<file path="src/pkg/sen_pkg.sv">
/*
 * Constants, types and access classes for the state-enable-0 gate.
 * Assumes a single hart clock and a 32-bit register bus.
 */
package sen_pkg;

	// Gate bit positions in the state-enable-0 layout
	localparam int BIT_VENDOR = 0;
	localparam int BIT_FCSR   = 1;
	localparam int BIT_JVT    = 2;
	localparam int BIT_QOS    = 55;
	localparam int BIT_P113   = 56;
	localparam int BIT_DBG    = 57;
	localparam int BIT_IFILE  = 58;
	localparam int BIT_ADV    = 59;
	localparam int BIT_IND    = 60;
	localparam int BIT_RSV    = 61;
	localparam int BIT_ENV    = 62;
	localparam int BIT_SUB    = 63;

	// Bits that can hold a one at each level, and the reset value
	localparam logic [63:0] M_WR_MASK = 64'hdf80_0000_0000_0007;
	localparam logic [63:0] H_WR_MASK = 64'hde00_0000_0000_0007;
	localparam logic [63:0] S_WR_MASK = 64'h0000_0000_0000_0007;
	localparam logic [63:0] RST_VAL   = 64'h0000_0000_0000_0000;

	// Register byte offsets
	localparam logic [4:0] OFS_M_LO = 5'h00;
	localparam logic [4:0] OFS_M_HI = 5'h04;
	localparam logic [4:0] OFS_H_LO = 5'h08;
	localparam logic [4:0] OFS_H_HI = 5'h0c;
	localparam logic [4:0] OFS_S_LO = 5'h10;
	localparam logic [4:0] OFS_S_VS = 5'h14;
	localparam logic [4:0] OFS_STAT = 5'h18;

	// Privilege encodings
	localparam logic [1:0] PRIV_U = 2'h0;
	localparam logic [1:0] PRIV_S = 2'h1;
	localparam logic [1:0] PRIV_M = 2'h3;

	typedef enum logic [3:0] {
		CLS_VENDOR, CLS_FP, CLS_JVT, CLS_SSTATE, CLS_HSTATE, CLS_SENV, CLS_HENV,
		CLS_IND_REG, CLS_IFILE, CLS_ADV_IRQ, CLS_SCTX, CLS_HCTX, CLS_HDELEG, CLS_QOS
	} sen_cls_t;

	typedef struct packed {
		logic       valid;
		sen_cls_t   cls;
		logic [1:0] priv;
		logic       virt;
	} sen_req_t;

	typedef struct packed {
		logic done;
		logic illegal;
		logic virtual_trap;
	} sen_rsp_t;

endpackage

</file>
<file path="src/rtl/sen_gate.sv">
/*
 * State-enable-0 register bank for machine, hypervisor and supervisor
 * levels, a permit-or-trap decision for gated accesses and a byte-lane helper.
 * Assumes an Avalon-MM master on the hart clock, and that the core
 * presents access checks from logic on the same clock.
 */
`timescale 1ns/10ps

// Notes on behaviour
// - Bit 0 gates all custom state; the bit itself is standard.
// - Setting bit 0 changes nothing for purely standard software.
// - Bit 1 gates fcsr when float ops use integer registers.
// - With misa.F set, bit 1 reads zero at every level.
// - Without misa.F and bit 1 clear, float instructions below machine mode trap.
// - Bit 2 gates the jump-table CSR.
// - Bit 63 gates lower stateen CSRs; hypervisor copy gates supervisor one.
// - Bit 62 gates environment CSRs; hypervisor copy gates senvcfg only.
// - Bit 60 gates indirect select and alias CSRs, guest view too.
// - Bit 58 gates interrupt-file state, guest copy gates guest file.
// - Clear hypervisor bit 58 blocks guest file like a zero guest index.
// - Bit 59 gates remaining advanced-interrupt state at both levels.
// - Bit 57 gates debug context CSRs; hypervisor copy gates scontext only.
// - Machine gate bit guards hedelegh.
// - Machine gate bit guards srmcfg.
// - Bit 61 and reserved positions have no function.
// - Reset clears every writable machine enable bit.
// - Blocked access raises illegal, or virtual when only the hypervisor copy blocks a guest mode.
// - Machine zero bits read zero in lower registers.
// - Hypervisor zero bits read zero in supervisor view from VS.
// - Reserved and unimplemented bits read zero.
module sen_gate
	import sen_pkg::*;
(
	// Clock and reset
	input  wire logic        clk_sys,
	input  wire logic        rst_n,
	// Avalon-MM slave
	input  wire logic [4:0]  avs_address,
	input  wire logic        avs_read,
	input  wire logic        avs_write,
	input  wire logic [31:0] avs_writedata,
	input  wire logic [3:0]  avs_byteenable,
	output logic      [31:0] avs_readdata,
	output logic             avs_waitrequest,
	// Hart configuration
	input  wire logic        misa_f,
	// Access check
	input  wire sen_req_t    chk_req,
	output sen_rsp_t         chk_rsp,
	// Guest interrupt-file reach
	output logic             guest_ifile_blocked
);

	// Stored enable bits, latest check outcome and trap count
	logic [63:0] m_reg;
	logic [63:0] h_reg;
	logic [63:0] s_reg;
	logic        last_illegal;
	logic        last_virtual;
	logic [15:0] trap_count;

	// Effective (read) views
	wire  [63:0] fcsr_mask;
	wire  [63:0] m_eff;
	wire  [63:0] h_eff;
	wire  [63:0] s_eff;
	wire  [63:0] s_vs;

	// Float state lives in f registers when misa.F is set
	assign fcsr_mask = misa_f ? ~(64'h1 << BIT_FCSR) : ~64'h0;
	assign m_eff = m_reg & M_WR_MASK & fcsr_mask;
	assign h_eff = h_reg & H_WR_MASK & m_eff;
	assign s_eff = s_reg & S_WR_MASK & m_eff;
	assign s_vs  = s_eff & h_eff;

	// Bus decode
	wire         bus_req;
	wire         bus_take;
	wire         sel_m_lo;
	wire         sel_m_hi;
	wire         sel_h_lo;
	wire         sel_h_hi;
	wire         sel_s_lo;
	wire         sel_s_vs;
	wire         sel_stat;
	wire  [31:0] stat_word;
	wire  [31:0] rd_mux;

	assign bus_req  = avs_read | avs_write;
	assign bus_take = avs_write & ~avs_waitrequest;
	assign sel_m_lo = (avs_address == OFS_M_LO);
	assign sel_m_hi = (avs_address == OFS_M_HI);
	assign sel_h_lo = (avs_address == OFS_H_LO);
	assign sel_h_hi = (avs_address == OFS_H_HI);
	assign sel_s_lo = (avs_address == OFS_S_LO);
	assign sel_s_vs = (avs_address == OFS_S_VS);
	assign sel_stat = (avs_address == OFS_STAT);
	assign stat_word = {trap_count, 12'h000, last_virtual, last_illegal,
		guest_ifile_blocked, misa_f};

	// Unmapped words read as zero and ignore writes
	assign rd_mux = sel_m_lo ? m_eff[31:0] :
		sel_m_hi ? m_eff[63:32] :
		sel_h_lo ? h_eff[31:0] :
		sel_h_hi ? h_eff[63:32] :
		sel_s_lo ? s_eff[31:0] :
		sel_s_vs ? s_vs[31:0] :
		sel_stat ? stat_word : 32'h0000_0000;

	// Byte-lane merge of a write into one half
	wire  [31:0] m_lo_new;
	wire  [31:0] m_hi_new;
	wire  [31:0] h_lo_new;
	wire  [31:0] h_hi_new;
	wire  [31:0] s_lo_new;

	sen_lane_merge u_m_lo (
		.old_word (m_reg[31:0]),
		.wr_data  (avs_writedata),
		.lane_en  (avs_byteenable),
		.new_word (m_lo_new)
	);

	sen_lane_merge u_m_hi (
		.old_word (m_reg[63:32]),
		.wr_data  (avs_writedata),
		.lane_en  (avs_byteenable),
		.new_word (m_hi_new)
	);

	sen_lane_merge u_h_lo (
		.old_word (h_reg[31:0]),
		.wr_data  (avs_writedata),
		.lane_en  (avs_byteenable),
		.new_word (h_lo_new)
	);

	sen_lane_merge u_h_hi (
		.old_word (h_reg[63:32]),
		.wr_data  (avs_writedata),
		.lane_en  (avs_byteenable),
		.new_word (h_hi_new)
	);

	sen_lane_merge u_s_lo (
		.old_word (s_reg[31:0]),
		.wr_data  (avs_writedata),
		.lane_en  (avs_byteenable),
		.new_word (s_lo_new)
	);

	// Write strobes, one per writable word, and the read capture strobe
	wire         wr_m_lo;
	wire         wr_m_hi;
	wire         wr_h_lo;
	wire         wr_h_hi;
	wire         wr_s_lo;
	wire         rd_capture;

	assign wr_m_lo    = bus_take & sel_m_lo;
	assign wr_m_hi    = bus_take & sel_m_hi;
	assign wr_h_lo    = bus_take & sel_h_lo;
	assign wr_h_hi    = bus_take & sel_h_hi;
	assign wr_s_lo    = bus_take & sel_s_lo;
	assign rd_capture = avs_read & avs_waitrequest;

	// Next register values; only writable bits are ever stored
	wire  [63:0] next_m;
	wire  [63:0] next_h;
	wire  [63:0] next_s;

	// Lower copies keep masked bits, so re-enabling a machine bit restores them
	assign next_m = M_WR_MASK & (
		wr_m_lo ? {m_reg[63:32], m_lo_new} :
		wr_m_hi ? {m_hi_new, m_reg[31:0]} : m_reg);
	assign next_h = H_WR_MASK & (
		wr_h_lo ? {h_reg[63:32], h_lo_new} :
		wr_h_hi ? {h_hi_new, h_reg[31:0]} : h_reg);
	// Upper half of the supervisor register is always zero
	assign next_s = S_WR_MASK & (
		wr_s_lo ? {32'h0000_0000, s_lo_new} : s_reg);

	// One wait state per access: waitrequest drops for a single cycle
	always_ff @(posedge clk_sys) begin
		if (!rst_n) begin
			avs_waitrequest <= 1'b1;
		end else begin
			avs_waitrequest <= ~(bus_req & avs_waitrequest);
		end
	end

	// Captured on the request cycle, so the data stands with the answer
	always_ff @(posedge clk_sys) begin
		if (!rst_n) begin
			avs_readdata <= 32'h0000_0000;
		end else if (rd_capture) begin
			avs_readdata <= rd_mux;
		end
	end

	always_ff @(posedge clk_sys) begin
		if (!rst_n) begin
			m_reg <= RST_VAL;
			h_reg <= RST_VAL;
			s_reg <= RST_VAL;
		end else begin
			m_reg <= next_m;
			h_reg <= next_h;
			s_reg <= next_s;
		end
	end

	// Class decode: gate bit, hypervisor layer, user layer
	logic [5:0]  cls_bit;
	logic        cls_h;
	logic        cls_u;

	always_comb begin
		cls_bit = 6'(BIT_VENDOR);
		cls_h   = 1'b1;
		cls_u   = 1'b1;
		case (chk_req.cls)
			CLS_VENDOR: begin
				cls_bit = 6'(BIT_VENDOR);
			end
			CLS_FP: begin
				cls_bit = 6'(BIT_FCSR);
			end
			CLS_JVT: begin
				cls_bit = 6'(BIT_JVT);
			end
			CLS_SSTATE: begin
				cls_bit = 6'(BIT_SUB);
				cls_u   = 1'b0;
			end
			CLS_HSTATE: begin
				cls_bit = 6'(BIT_SUB);
				cls_h   = 1'b0;
				cls_u   = 1'b0;
			end
			CLS_SENV: begin
				cls_bit = 6'(BIT_ENV);
				cls_u   = 1'b0;
			end
			CLS_HENV: begin
				cls_bit = 6'(BIT_ENV);
				cls_h   = 1'b0;
				cls_u   = 1'b0;
			end
			CLS_IND_REG: begin
				cls_bit = 6'(BIT_IND);
				cls_u   = 1'b0;
			end
			CLS_IFILE: begin
				cls_bit = 6'(BIT_IFILE);
				cls_u   = 1'b0;
			end
			CLS_ADV_IRQ: begin
				cls_bit = 6'(BIT_ADV);
				cls_u   = 1'b0;
			end
			CLS_SCTX: begin
				cls_bit = 6'(BIT_DBG);
				cls_u   = 1'b0;
			end
			CLS_HCTX: begin
				cls_bit = 6'(BIT_DBG);
				cls_h   = 1'b0;
				cls_u   = 1'b0;
			end
			CLS_HDELEG: begin
				cls_bit = 6'(BIT_P113);
				cls_h   = 1'b0;
				cls_u   = 1'b0;
			end
			CLS_QOS: begin
				cls_bit = 6'(BIT_QOS);
				cls_h   = 1'b0;
				cls_u   = 1'b0;
			end
			default: begin
				cls_bit = 6'(BIT_VENDOR);
			end
		endcase
	end

	// Decision terms
	wire         is_m;
	wire         is_user;
	wire         fp_free;
	wire         m_ok;
	wire         h_ok;
	wire         u_ok;
	wire         deny_ill;
	wire         deny_virt;

	assign is_m    = (chk_req.priv == PRIV_M);
	assign is_user = (chk_req.priv == PRIV_U);
	// Float ops on f registers are not gated here
	assign fp_free = (chk_req.cls == CLS_FP) & misa_f;
	assign m_ok    = m_eff[cls_bit];
	assign h_ok    = ~cls_h | h_eff[cls_bit];
	// Guest user mode sees the supervisor bits through the guest mask
	assign u_ok    = ~cls_u | (chk_req.virt ? s_vs[cls_bit] : s_eff[cls_bit]);

	// Machine denial outranks the guest layer; user layer comes last
	assign deny_ill = ~is_m & ~fp_free & (~m_ok |
		(is_user & h_ok & ~u_ok));
	assign deny_virt = ~is_m & ~fp_free & m_ok & chk_req.virt &
		~h_ok;

	// Registered answer, one cycle after the request
	always_ff @(posedge clk_sys) begin
		if (!rst_n) begin
			chk_rsp <= '0;
		end else begin
			chk_rsp.done         <= chk_req.valid;
			chk_rsp.illegal      <= chk_req.valid & deny_ill;
			chk_rsp.virtual_trap <= chk_req.valid & deny_virt;
		end
	end

	// Outcome of the latest check, for status reads
	always_ff @(posedge clk_sys) begin
		if (!rst_n) begin
			last_illegal <= 1'b0;
			last_virtual <= 1'b0;
		end else if (chk_req.valid) begin
			last_illegal <= deny_ill;
			last_virtual <= deny_virt;
		end
	end

	// Wraps silently; software takes differences between two reads
	always_ff @(posedge clk_sys) begin
		if (!rst_n) begin
			trap_count <= 16'h0000;
		end else if (chk_req.valid & (deny_ill | deny_virt)) begin
			trap_count <= trap_count + 16'h0001;
		end
	end

	// Same effect as a zero guest interrupt-file index
	always_ff @(posedge clk_sys) begin
		if (!rst_n) begin
			guest_ifile_blocked <= 1'b1;
		end else begin
			guest_ifile_blocked <= ~h_eff[BIT_IFILE];
		end
	end

endmodule

// Byte-lane merge; a disabled lane keeps the stored byte
module sen_lane_merge
#(
	parameter int LANES = 4
)
(
	// Stored word and bus data
	input  wire logic [8*LANES-1:0] old_word,
	input  wire logic [8*LANES-1:0] wr_data,
	// Lane enables, one per byte
	input  wire logic [LANES-1:0]   lane_en,
	// Merged word
	output logic      [8*LANES-1:0] new_word
);

	// Lanes are independent, so a partial write never disturbs a neighbour
	for (genvar g = 0; g < LANES; g++) begin : g_lane
		assign new_word[8*g +: 8] = lane_en[g] ? wr_data[8*g +: 8] : old_word[8*g +: 8];
	end

endmodule

</file>
<file path="config.mk">
export PLATFORM = sky130hd
export DESIGN_NAME = sen_gate
export DESIGN_NICKNAME = d
export VERILOG_FILES = /design/src/pkg/sen_pkg.sv /design/src/rtl/sen_gate.sv
export SDC_FILE = /design/constraint.sdc
export NUM_CORES = 1
export LEC_CHECK = 0
export ABC_AREA = 1
export BUFFER_PORTS_ARGS = -buffer_cell sky130_fd_sc_hd__buf_4
export CAP_MARGIN = 20
export CELL_PAD_IN_SITES_DETAIL_PLACEMENT = 0
export CELL_PAD_IN_SITES_GLOBAL_PLACEMENT = 2
export CORE_ASPECT_RATIO = 0.5
export CORE_UTILIZATION = 29
export DETAILED_ROUTE_END_ITERATION = 10
export PLACE_DENSITY = 0.78
export SYNTH_ARGS = -nofsm -noshare
export SYNTH_HDL_FRONTEND = slang
export SYNTH_SLANG_ARGS = --single-unit
export TNS_END_PERCENT = 5
</file>
<file path="constraint.sdc">
create_clock -name clk_sys -period 2.45 [get_ports clk_sys]
set_input_delay 0.49 -clock clk_sys [delete_from_list [all_inputs] [get_ports clk_sys]]
set_output_delay 0.49 -clock clk_sys [all_outputs]
set_load 0.02 [all_outputs]
</file>
# Yosys cells after proc, flatten, opt, wreduce, memory -nomap -nowiden
# Cells that the tools add are included.
# word_totals
register_bits	186
in_bits	54
word_cells	128
output_inout_bits	37
# classes
reduce_logical	13
mux	38
bitwise	38
add_sub_neg	1
order_cmp	1
eq_ne	20
# ops
op	count
64-bit two-way mux	4
32-bit two-way mux	7
64-bit bitwise AND	3
8-bit two-way mux	16
3-bit by 64-bit bitwise AND with 64-bit output	1
6-bit one-hot mux with 10 select lines	1
1-bit binary-select mux with 6-bit select	4
4-bit == test (second input constant)	6
1-bit bitwise AND	19
16-bit by 1-bit adder with 16-bit output (second input constant)	1
4-bit by 3-bit == test with 1-bit output (second input constant)	4
5-bit == test (second input constant)	3
11-bit OR reduction	1
5-bit by 4-bit == test with 1-bit output (second input constant)	2
1-bit NOT	10
3-bit AND reduction	3
4-bit by 2-bit == test with 1-bit output (second input constant)	2
6-bit by 7-bit less-than comparator with 1-bit output (second input constant)	1
2-bit AND reduction	3
2-bit OR reduction	3
5-bit by 3-bit == test with 1-bit output (second input constant)	1
5-bit zero test	1
1-bit two-way mux	5
1-bit OR	5
other kinds (5)	5

# Logic depth before layout (Yosys ltp)
# Gate-level depths: netlist of run 1.
# depth
ltp_word	14
mapped_depth	18
depth_no_buf	18

# By module
# A second synthesis of run 1 with hierarchy kept.
# hier_totals
cells_unflattened	1075
hier_area_um2	5848.1
# modules_own_cells
mod	cells_per_inst	seq_area_each_um2	instances	area_per_inst_um2
sen_gate	555	1321.3	1	3746.1
sen_lane_merge	104	0.0	5	420.4

# Least setup slack after synthesis of run 1
# Ideal clock, no wire load.
# synth_path
path_type	input port to flip-flop
startpoint	in chk_req[6] (netlist name)
endpoint	reg trap_count[7]
setup_ns	0.136
stages	18
slack_ns	0.519
required_ns	2.314
n_path_buf	2
arrival_ns	1.795
path_cell_list	inv_2 > nand2_2 > nand2_2 > nand2_4 > nand2_4 > buf_8 > nand2_1 > nand3_1 > nand3_1 > nand3_1 > nand2_1 > nand2_1 > nand2_2 > nand2_4 > nand2_4 > buf_12 > nand2_2 > a21oi_2
# synth_via
elab_chain_len	13
elab_cells_between_ends	45
cone_classes	13 x eq/ne; 10 x mux; 17 x bitwise; 5 x reduce/logical
# synth_lines
item	line_no	rtl
from (decl)	sen_gate.sv:48	input wire sen_req_t chk_req,
4-bit == test, or another cell as far along	sen_gate.sv:222	case (chk_req.cls)
2-bit OR reduction (no line)	n/a	
6-bit one-hot mux with 10 select lines	sen_gate.sv:222	
1-bit binary-select mux with 6-bit select	sen_gate.sv:304	assign u_ok = ~cls_u | (chk_req.virt ? s_vs[cls_bit] : s_eff[cls_bit]);
1-bit two-way mux (implied by the code)	sen_gate.sv:304	
1-bit two-way mux	sen_gate.sv:304	
1-bit OR	sen_gate.sv:304	
1-bit NOT	sen_gate.sv:308	(is_user & h_ok & ~u_ok));
1-bit bitwise AND	sen_gate.sv:308	
1-bit OR	sen_gate.sv:307	assign deny_ill = ~is_m & ~fp_free & (~m_ok |
1-bit bitwise AND	sen_gate.sv:307	
1-bit OR (*)	sen_gate.sv:338	end else if (chk_req.valid & (deny_ill | deny_virt)) begin
1-bit bitwise AND (*)	sen_gate.sv:338	
to (signal assigned)	sen_gate.sv:339	trap_count <= trap_count + 16'h0001;
to (decl)	sen_gate.sv:60	logic [15:0] trap_count;
# Every way passes the cells marked *; elsewhere a longest branch is shown, timed or not. The select of a mux whose other input is x is not followed.
# A chain may end at the register's enable or synchronous reset.

# Worst setup path after layout of run 1
# layout_path
startpoint	in chk_req[6] (netlist name)
endpoint	reg trap_count[0]
# Same word-level chain as after synthesis.

==> results of run 1 <==
[power by group]
part	total (mW)	leakage, nW	switching, mW	internal [mW]
clock network	1.40	0.156	0.463	0.941
registers	1.10	0.534	0.00969	1.09
logic	0.311	1.14	0.204	0.106
total	2.81	1.83	0.677	2.14
[through the flow]
| step | utilization [%] | cell area, µm² | instances | total power [mW] |
|---|---|---|---|---|
| finish | 37.6 | 4490 | 751 | 2.81 |
| floorplan | - | 3640 | 531 | 1.34 |
| CTS | 37.6 | 4490 | 751 | 2.85 |
| global placement | 34.9 | 4170 | 736 | 1.44 |
| detailed placement | 34.9 | 4170 | 736 | 1.43 |
| global route | 37.6 | 4490 | 751 | 2.92 |
[cells by family (layout without fill, tap and decap cells)]
kind of cell             count (synthesis)  in the layout  synth area share [%]
AO/OA/AOI/OAI                          115            115                  18.4
buffers and inverters                   90            145                  11.5
XOR/XNOR                                14             14                  3.41
flip-flops                              66             66                  36.7
adder cells (fa/ha/maj)                  1              1                 0.348
AND/OR/NAND/NOR                        233            233                  29.5
other                                    1             12                 0.104
[per-layer routing]
layer  wire (µm)  track usage (%)  share of wire, %
met3         508             4.65               4.9
met2        4300             25.5                42
met5           0                0                 0
met4          75             4.23              0.73
met1        5390             22.7                52
[cell usage in the layout, fill, tap and decap left out, types with 13 or more instances in the layout]
| cell type | netlist | routed |
|---|---|---|
| nand2_1 | 90 | 90 |
| nand2_2 | 18 | 18 |
| inv_1 | 57 | 57 |
| a21oi_1 | 41 | 41 |
| buf_4 | 13 | 67 |
| dfxtp_1 | 66 | 66 |
| nand3_1 | 50 | 50 |
| nor3_1 | 13 | 13 |
| nor2_1 | 50 | 50 |
| o21ai_0 | 43 | 43 |
[critical path: stages]
cell and delay [ps]:
buf_4 130, inv_2 100, nand2_2 80, nand2_2 70
nand2_4 70, nand2_4 130, inv_1 90, nand2_1 60
nand3_1 80, a21oi_1 140, nand2_1 100, nor2_2 130
nand2_4 100, nand2_4 230, inv_1 90, nor2_1 90
nor2_1 40
[final timing paths]
path | slack, ps | startpoint | cells past startpoint | end
setup reg to reg | 570 | m_reg[1]$_SDFFE_PN0P_ | 13 | trap_count[12]$_SDFFE_PN0P_
setup / recovery | 460 | chk_req[6] | 17 | trap_count[0]$_SDFFE_PN0P_
hold reg to reg | 400 | h_reg[58]$_SDFFE_PN0P_ | 1 | guest_ifile_blocked$_SDFF_PN1_
hold / removal | 340 | chk_req[7] | 3 | chk_rsp[2]$_SDFF_PN0_
[layout make-up]
| cell class | count | area [µm²] | area share (%) |
|---|---|---|---|
| repair buffers | 67 | 503 | 11.2 |
| multi-input cells | 375 | 1900 | 42.4 |
| inverters | 63 | 236 | 5.27 |
| well taps | 165 | 206 | 4.60 |
| clock buffers | 13 | 260 | 5.80 |
| clock inverters | 2 | 60.1 | 1.34 |
| flip-flops and latches | 66 | 1320 | 29.4 |
==> impl_metrics.yaml, run 1 <==
grt:
  grt_max_degree: 33
  grt_pass1_wl_um: 16300
  overflow: 0
  grt_antenna_before_repair: 0
  grt_use_total_pct: 16.6
  grt_pass1_vias: 3172
sta:
  drv_slew: 0
  finalCriticalPeriod_ps: 1990
  clock_skew_ps: 4.78
  fmax_ghz: 0.501
  hold_viol_final: 0
  holdWs_ps: 339
  fin_ws_ps: 456
  rsz0062_at_grt: "false"
  finalCritPeriodShare_pct: 81.4
  tns_ps: 0
  final-setup-viol-count: 0
floorplan:
  io_pins: 91
  rows: 28
  core-area_um2: 11900
  fp.dieH_um: 80.8
  start_util_pct: 30.1
  die_area_um2: 12900
  die_w_um: 160
finish:
  n_antenna_cell: 0
  drive_gt1_share_pct: 20.5
  largest_register_ffs: 20
  nets: 637
  fillCellCount: 1322
  synthToLayoutAreaGrowth_pct: 24.8
yosys:
  synth_top_cell_area_share_pct: 36.7
  synth-seq-cells: 66
  synth_common_cells: "nand2_1 (90), dfxtp_1 (66), inv_1 (57)"
  synthArstFlopShare_pct: 0
  syn_area_um2: 3600
  synth_most_common_cell: "nand2_1"
  syn_inst: 520
  ys_seq_area_share_pct: 36.7
  yosys_warnings: 0
  synth_edf_count: 0
  yosys.area.top_type: "dfxtp_1"
  ys_types: 36
  synthTopCellsByArea: "dfxtp_1 (37%), nand2_1 (9.4%), nand3_1 (7.0%)"
  synth_flop_cell: "dfxtp_1"
  syn_avg_cell_area_um2: 6.92
clock_network:
  cts_resized: 0
  ctsHoldBuffers: 0
  root_buffer: "clkbuf_16"
  cts.path.max_buffers: 2
  cts_tree: "yes"
  path_clk_slew_ps: 50
  htree_levels: 3
  numCtsBuffers: 9
  clock_latency_ps: 340
  cts_setup_buffers: 0
  numClockSinks: 66
critical_path:
  cp.required_ps: 2690
  cp-end-kind: "register"
  worstPathMaxFanout: 15
  cp-start-kind: "input pin"
  arrival_ps: 2230
  critPathKind: "input pin to register"
power_and_ir_drop:
  ir_drop_mv: 0.281
  leakagePower_nw: 1.83
  power_per_cell_area_nw_per_um2: 627
route:
  wire_per_inst_um: 13.7
  wl_um: 10300
  vias: 3469
  drt_iter0_markers: 165
  viasPerCell: 4.62
  drc: 0
  postRouteAntennaNets: 0
  first_pass_iters: 4
flow_run:
  maxCapViolCount: 0
place:
  globalplace.congestion: 0.769
  place_hpwl_um: 7770
  dpl_worst_slack_ps: 108
  io_buffers: 56
min_path:
  hp-class: "input pin to register"
outcome:
  outcome: "complete, no violations"
(Power assumes the default switching activity.)
==> run 2: changes to the inputs <==
- CORE_UTILIZATION: 29 -> 26
- PLACE_DENSITY: 0.78 -> 0.74
- clock period: 2.45 -> 1.8 ns (I/O delays scaled with it)
==> impl_metrics.yaml, run 2 (synthesis results as in run 1) <==
outcome:
  outcome: "complete, no violations"
power_and_ir_drop:
  pwr-share-seq_pct: 37.7
  power.total_mw: 3.96
  p_sw_mw: 1.00
  switching_share_pct: 25.3
  p_int_mw: 2.96
  leakagePower_nw: 2.13
  ir_drop_mv: 0.343
  power_per_cell_area_nw_per_um2: 769
  p_comb_share_pct: 14.3
  power_frac_clock_pct: 48.0
min_path:
  min_from: "chk_req[7]"
  hp-class: "input pin to register"
critical_path:
  crit_path_top_delay_cell: "o21bai_1"
  r2r-start: "m_reg[1]$_SDFFE_PN0P_"
  arrival_ps: 1940
  cp.required_ps: 2030
  worstPathMaxFanout: 8
  cp-end-kind: "register"
  cp-start-kind: "input pin"
  critPathKind: "input pin to register"
  crit_start: "chk_req[6]"
  crit_path_max_incr_delay_ps: 240
  worstPathCellList: "buf_6 > inv_4 > nand2_2 > nand2_2 > nand2_4 > nand2_4 > nand2_2 > o21ai_1 > o21bai_1 > nand3_4 > nand2_4 > nand2_8 > nand2_8 > inv_1 > nor2_1 > nor2_1"
route:
  first_pass_iters: 4
  drc: 0
  viasPerCell: 4.60
  postRouteAntennaNets: 0
  drt_iter0_markers: 235
  wire_per_inst_um: 13.9
  vias: 3695
  wl_um: 11200
finish:
  layoutNonFillerInstCount: 804
  seqCellArea_um2: 1330
  drive_gt1_share_pct: 31.5
  postLayoutCellArea_um2: 5150
  synthToLayoutAreaGrowth_pct: 43.2
  final_common_cell: "buf_4"
  final_cell_mix: "buf_4 (103), nand2_1 (81), dfxtp_1 (63), inv_1 (55), nor2_1 (48)"
  nets: 684
  n_antenna_cell: 0
  fillCellCount: 1427
  largest_register_ffs: 20
  multiInputGateArea_um2: 2120
clock_network:
  path_clk_slew_ps: 60
  htree_levels: 3
  clock_latency_ps: 340
  ctsHoldBuffers: 0
  root_buffer: "clkbuf_16"
  numCtsBuffers: 9
  cts_tree: "yes"
  numClockSinks: 66
  cts.path.max_buffers: 2
sta:
  finalCriticalPeriod_ps: 1710
  drv_slew: 0
  holdWs_ps: 219
  final-setup-viol-count: 0
  fmax_ghz: 0.585
  finalCritPeriodShare_pct: 94.9
  clock_skew_ps: 8.44
  hold_viol_final: 0
  slew_headroom_pct: 62.0
  worst_pin_slew_ps: 555
  fin_ws_ps: 91.3
floorplan:
  fp.dieH_um: 85.2
  rows: 29
  io_pins: 91
  die_w_um: 168
  die_area_um2: 14300
  start_util_pct: 27.5
  core-area_um2: 13100
place:
  place_hpwl_um: 8390
  dpl_worst_slack_ps: -344
  globalplace.congestion: 0.788
  placed_cells: 780
  io_buffers: 56
  placed_cell_area_um2: 4470
grt:
  grt_use_total_pct: 15.9
  grt_max_degree: 23
  grt_pass1_vias: 3412
  grt_antenna_before_repair: 0
  grt_pass1_wl_um: 17700
  overflow: 0
flow_run:
  maxCapViolCount: 0
run 2: changes by cell type in the layout (fill, tap and decap cells not counted), moves of 3 or more:
| cell | change |
|---|---|
| nand2_4 | +3 |
| nand2_1 | -9 |
| nand3_1 | -13 |
| inv_4 | +5 |
| buf_6 | +4 |
| nand2_2 | +3 |
| nand2_8 | +5 |
| dfxtp_1 | -3 |
| buf_4 | +36 |
| inv_2 | -3 |
| nand3_2 | +12 |
| dfxtp_2 | +3 |
run 2: per-stage QoR:
stage	utilization [%]	TNS (ps)
3_3_place_gp	34.2	-5610
3_5_place_dp	34.2	-5680
6_report	39.4	0
4_1_cts	36.7	0
2_1_floorplan	-	-1.49
5_1_grt	39.4	-71.5
run 2: final timing paths:
check | end | cells past startpoint | slack [ps]
setup / recovery | trap_count[1]$_SDFFE_PN0P_ | 16 | 90
hold / removal | chk_rsp[2]$_SDFF_PN0_ | 3 | 220
setup reg to reg | trap_count[1]$_SDFFE_PN0P_ | 12 | 100
hold reg to reg | guest_ifile_blocked$_SDFF_PN1_ | 1 | 420
run 2: critical path, delay by kind of cell:
| family | cells | cell delay (ps) |
|---|---|---|
| buf+inv | 3 | 210 |
| compound gates | 2 | 300 |
| simple gates | 11 | 1070 |
run 2: power by group through the flow:
stage               Combinational (mW)  Sequential, mW  Clock [mW]
finish                           0.566            1.50        1.90
global route                     0.624            1.50        2.03
CTS                              0.474            1.49        1.95
detailed placement               0.473            1.53           0
global placement                 0.472            1.53           0
floorplan                        0.289            1.54           0
run 2: repair_timing:
| action | 4_1_cts | 5_1_grt |
|---|---|---|
| pin swaps | 0 | 25 |
| endpoints found under the setup margin | 14 | 19 |
| resized for setup | 2 | 62 |
| cloned | 0 | 5 |
| buffers inserted | 0 | 3 |
run 2: layout make-up:
type | instances | area share (%)
multi-input cells | 377 | 41.2
flip-flops and latches | 66 | 25.7
repair buffers | 112 | 17.8
inverters | 63 | 4.83
clock buffers | 12 | 4.79
well taps | 170 | 4.13
clock inverters | 4 | 1.46
run 2: metal layers:
layer  GRT usage [%]  share of wire, %  vias up
li1                -                 -     1923
met1            22.9                52     1694
met2            23.7                43       72
met3            4.20               4.3        6
met4            3.47              0.56        0
met5               0                 0        -
==> run 3: changes to the inputs <==
==> constraint.sdc (replaced) <==
create_clock -name clk_sys -period 1.8 [get_ports clk_sys]
set_input_delay 0.18 -clock clk_sys [delete_from_list [all_inputs] [get_ports clk_sys]]
set_output_delay 0.18 -clock clk_sys [all_outputs]
set_load 0.02 [all_outputs]
==> impl_metrics.yaml, run 3 (synthesis results as in run 1) <==
critical_path:
  cp-start-kind: "register"
  cp-end-kind: "register"
  arrival_ps: 1940
  cp.required_ps: 2070
  critPathKind: "register to register"
  worstPathMaxFanout: 6
route:
  postRouteAntennaNets: 0
  wl_um: 10900
  wire_per_inst_um: 13.6
  viasPerCell: 4.53
  first_pass_iters: 4
  drt_iter0_markers: 182
  vias: 3612
  drc: 0
clock_network:
  numCtsBuffers: 9
  cts_tree: "yes"
  path_clk_slew_ps: 60
  clock_latency_ps: 340
  root_buffer: "clkbuf_16"
  ctsHoldBuffers: 0
  numClockSinks: 66
  cts.path.max_buffers: 2
  htree_levels: 3
finish:
  fillCellCount: 1421
  final_cell_mix: "buf_4 (103), nand2_1 (89), dfxtp_1 (60), inv_1 (57), nand3_1 (50)"
  final_common_cell: "buf_4"
  synthToLayoutAreaGrowth_pct: 35.6
  n_antenna_cell: 0
  drive_gt1_share_pct: 27.5
  fin_util_pct: 37.4
  nets: 678
  largest_register_ffs: 20
flow_run:
  maxCapViolCount: 0
power_and_ir_drop:
  leakagePower_nw: 2.04
  power.total_mw: 3.82
  ir_drop_mv: 0.320
  power_per_cell_area_nw_per_um2: 784
place:
  io_buffers: 56
  globalplace.congestion: 0.829
  place_hpwl_um: 8240
  dpl_worst_slack_ps: -182
sta:
  fin_ws_ps: 135
  finalCritPeriodShare_pct: 92.5
  fmax_ghz: 0.601
  final-setup-viol-count: 0
  hold_viol_final: 0
  clock_skew_ps: 7.98
  finalCriticalPeriod_ps: 1660
  slew_headroom_pct: 64.5
  drv_slew: 0
  rsz0062_at_grt: "true"
  tns_ps: 0
  worst_pin_slew_ps: 520
floorplan:
  rows: 29
  die_area_um2: 14300
  fp.dieH_um: 85.2
  io_pins: 91
  die_w_um: 168
  start_util_pct: 27.5
  core-area_um2: 13100
min_path:
  hp-class: "input pin to register"
outcome:
  outcome: "complete, no violations"
grt:
  overflow: 0
  grt_max_degree: 33
  grt_pass1_vias: 3439
  grt_use_total_pct: 16.0
  grt_antenna_before_repair: 0
  grt_pass1_wl_um: 17700
run 3: report_power, final:
part / switching [mW] / internal [mW]
Clock: 0.671 / 1.15
Sequential: 0.0125 / 1.48
Combinational: 0.306 / 0.208
Total: 0.989 / 2.84
run 3: routing by layer:
layer / GRT usage [%] / wire length [µm] / vias up
met2: 24.3 / 4530 / 55
met3: 3.08 / 522 / 12
li1: - / - / 1903
met1: 22.7 / 5680 / 1642
met5: 0 / 0 / -
met4: 4.96 / 122 / 0
run 3: area by class of cell:
class                   count  area, µm²  area share (%)
multi-input cells         376       1960            40.1
clock buffers              12        256            5.26
well taps                 170        213            4.36
repair buffers            107        840            17.2
flip-flops and latches     66       1330            27.2
clock inverters             4       50.0            1.03
inverters                  63        236            4.84
run 3: repair_timing:
item / CTS / global route
gates cloned: 0 / 2
setup endpoints to repair: 2 / 18
pin swaps: 0 / 8
endpoints found under the hold margin: 0 / 0
resized for setup: 1 / 19
buffers inserted: 0 / 1
run 3: worst paths after layout:
kind                                             start                              to  slack, ps  depth (start not counted)
worst min-delay path                        chk_req[7]           chk_rsp[2]$_SDFF_PN0_         30                          3
worst min register to register  h_reg[58]$_SDFFE_PN0P_  guest_ifile_blocked$_SDFF_PN1_        410                          1
worst max register to register   m_reg[1]$_SDFFE_PN0P_     trap_count[10]$_SDFFE_PN0P_        140                         13
worst max-delay path             m_reg[1]$_SDFFE_PN0P_     trap_count[10]$_SDFFE_PN0P_        140                         13
run 3: worst max-delay path, cell delays in order, from the launching register on:
cell	delay (ps)
dfxtp_2	330
nand2_2	90
nor2_2	130
o21ai_1	80
o21ai_1	110
nand3_1	90
nand3_1	70
inv_1	40
nand2_1	70
nand2_2	80
nand2_8	150
clkbuf_16	160
nand3_1	80
a21oi_2	130
run 3: through the flow:
| step | cells | hold slack, ps | cell area, µm² |
|---|---|---|---|
| after floorplan | 531 | 273 | 3640 |
| after global placement | 779 | 368 | 4460 |
| after detailed placement | 779 | 371 | 4460 |
| after CTS | 795 | 21.1 | 4770 |
| after global routing | 798 | 46.2 | 4880 |
| final | 798 | 29.5 | 4880 |
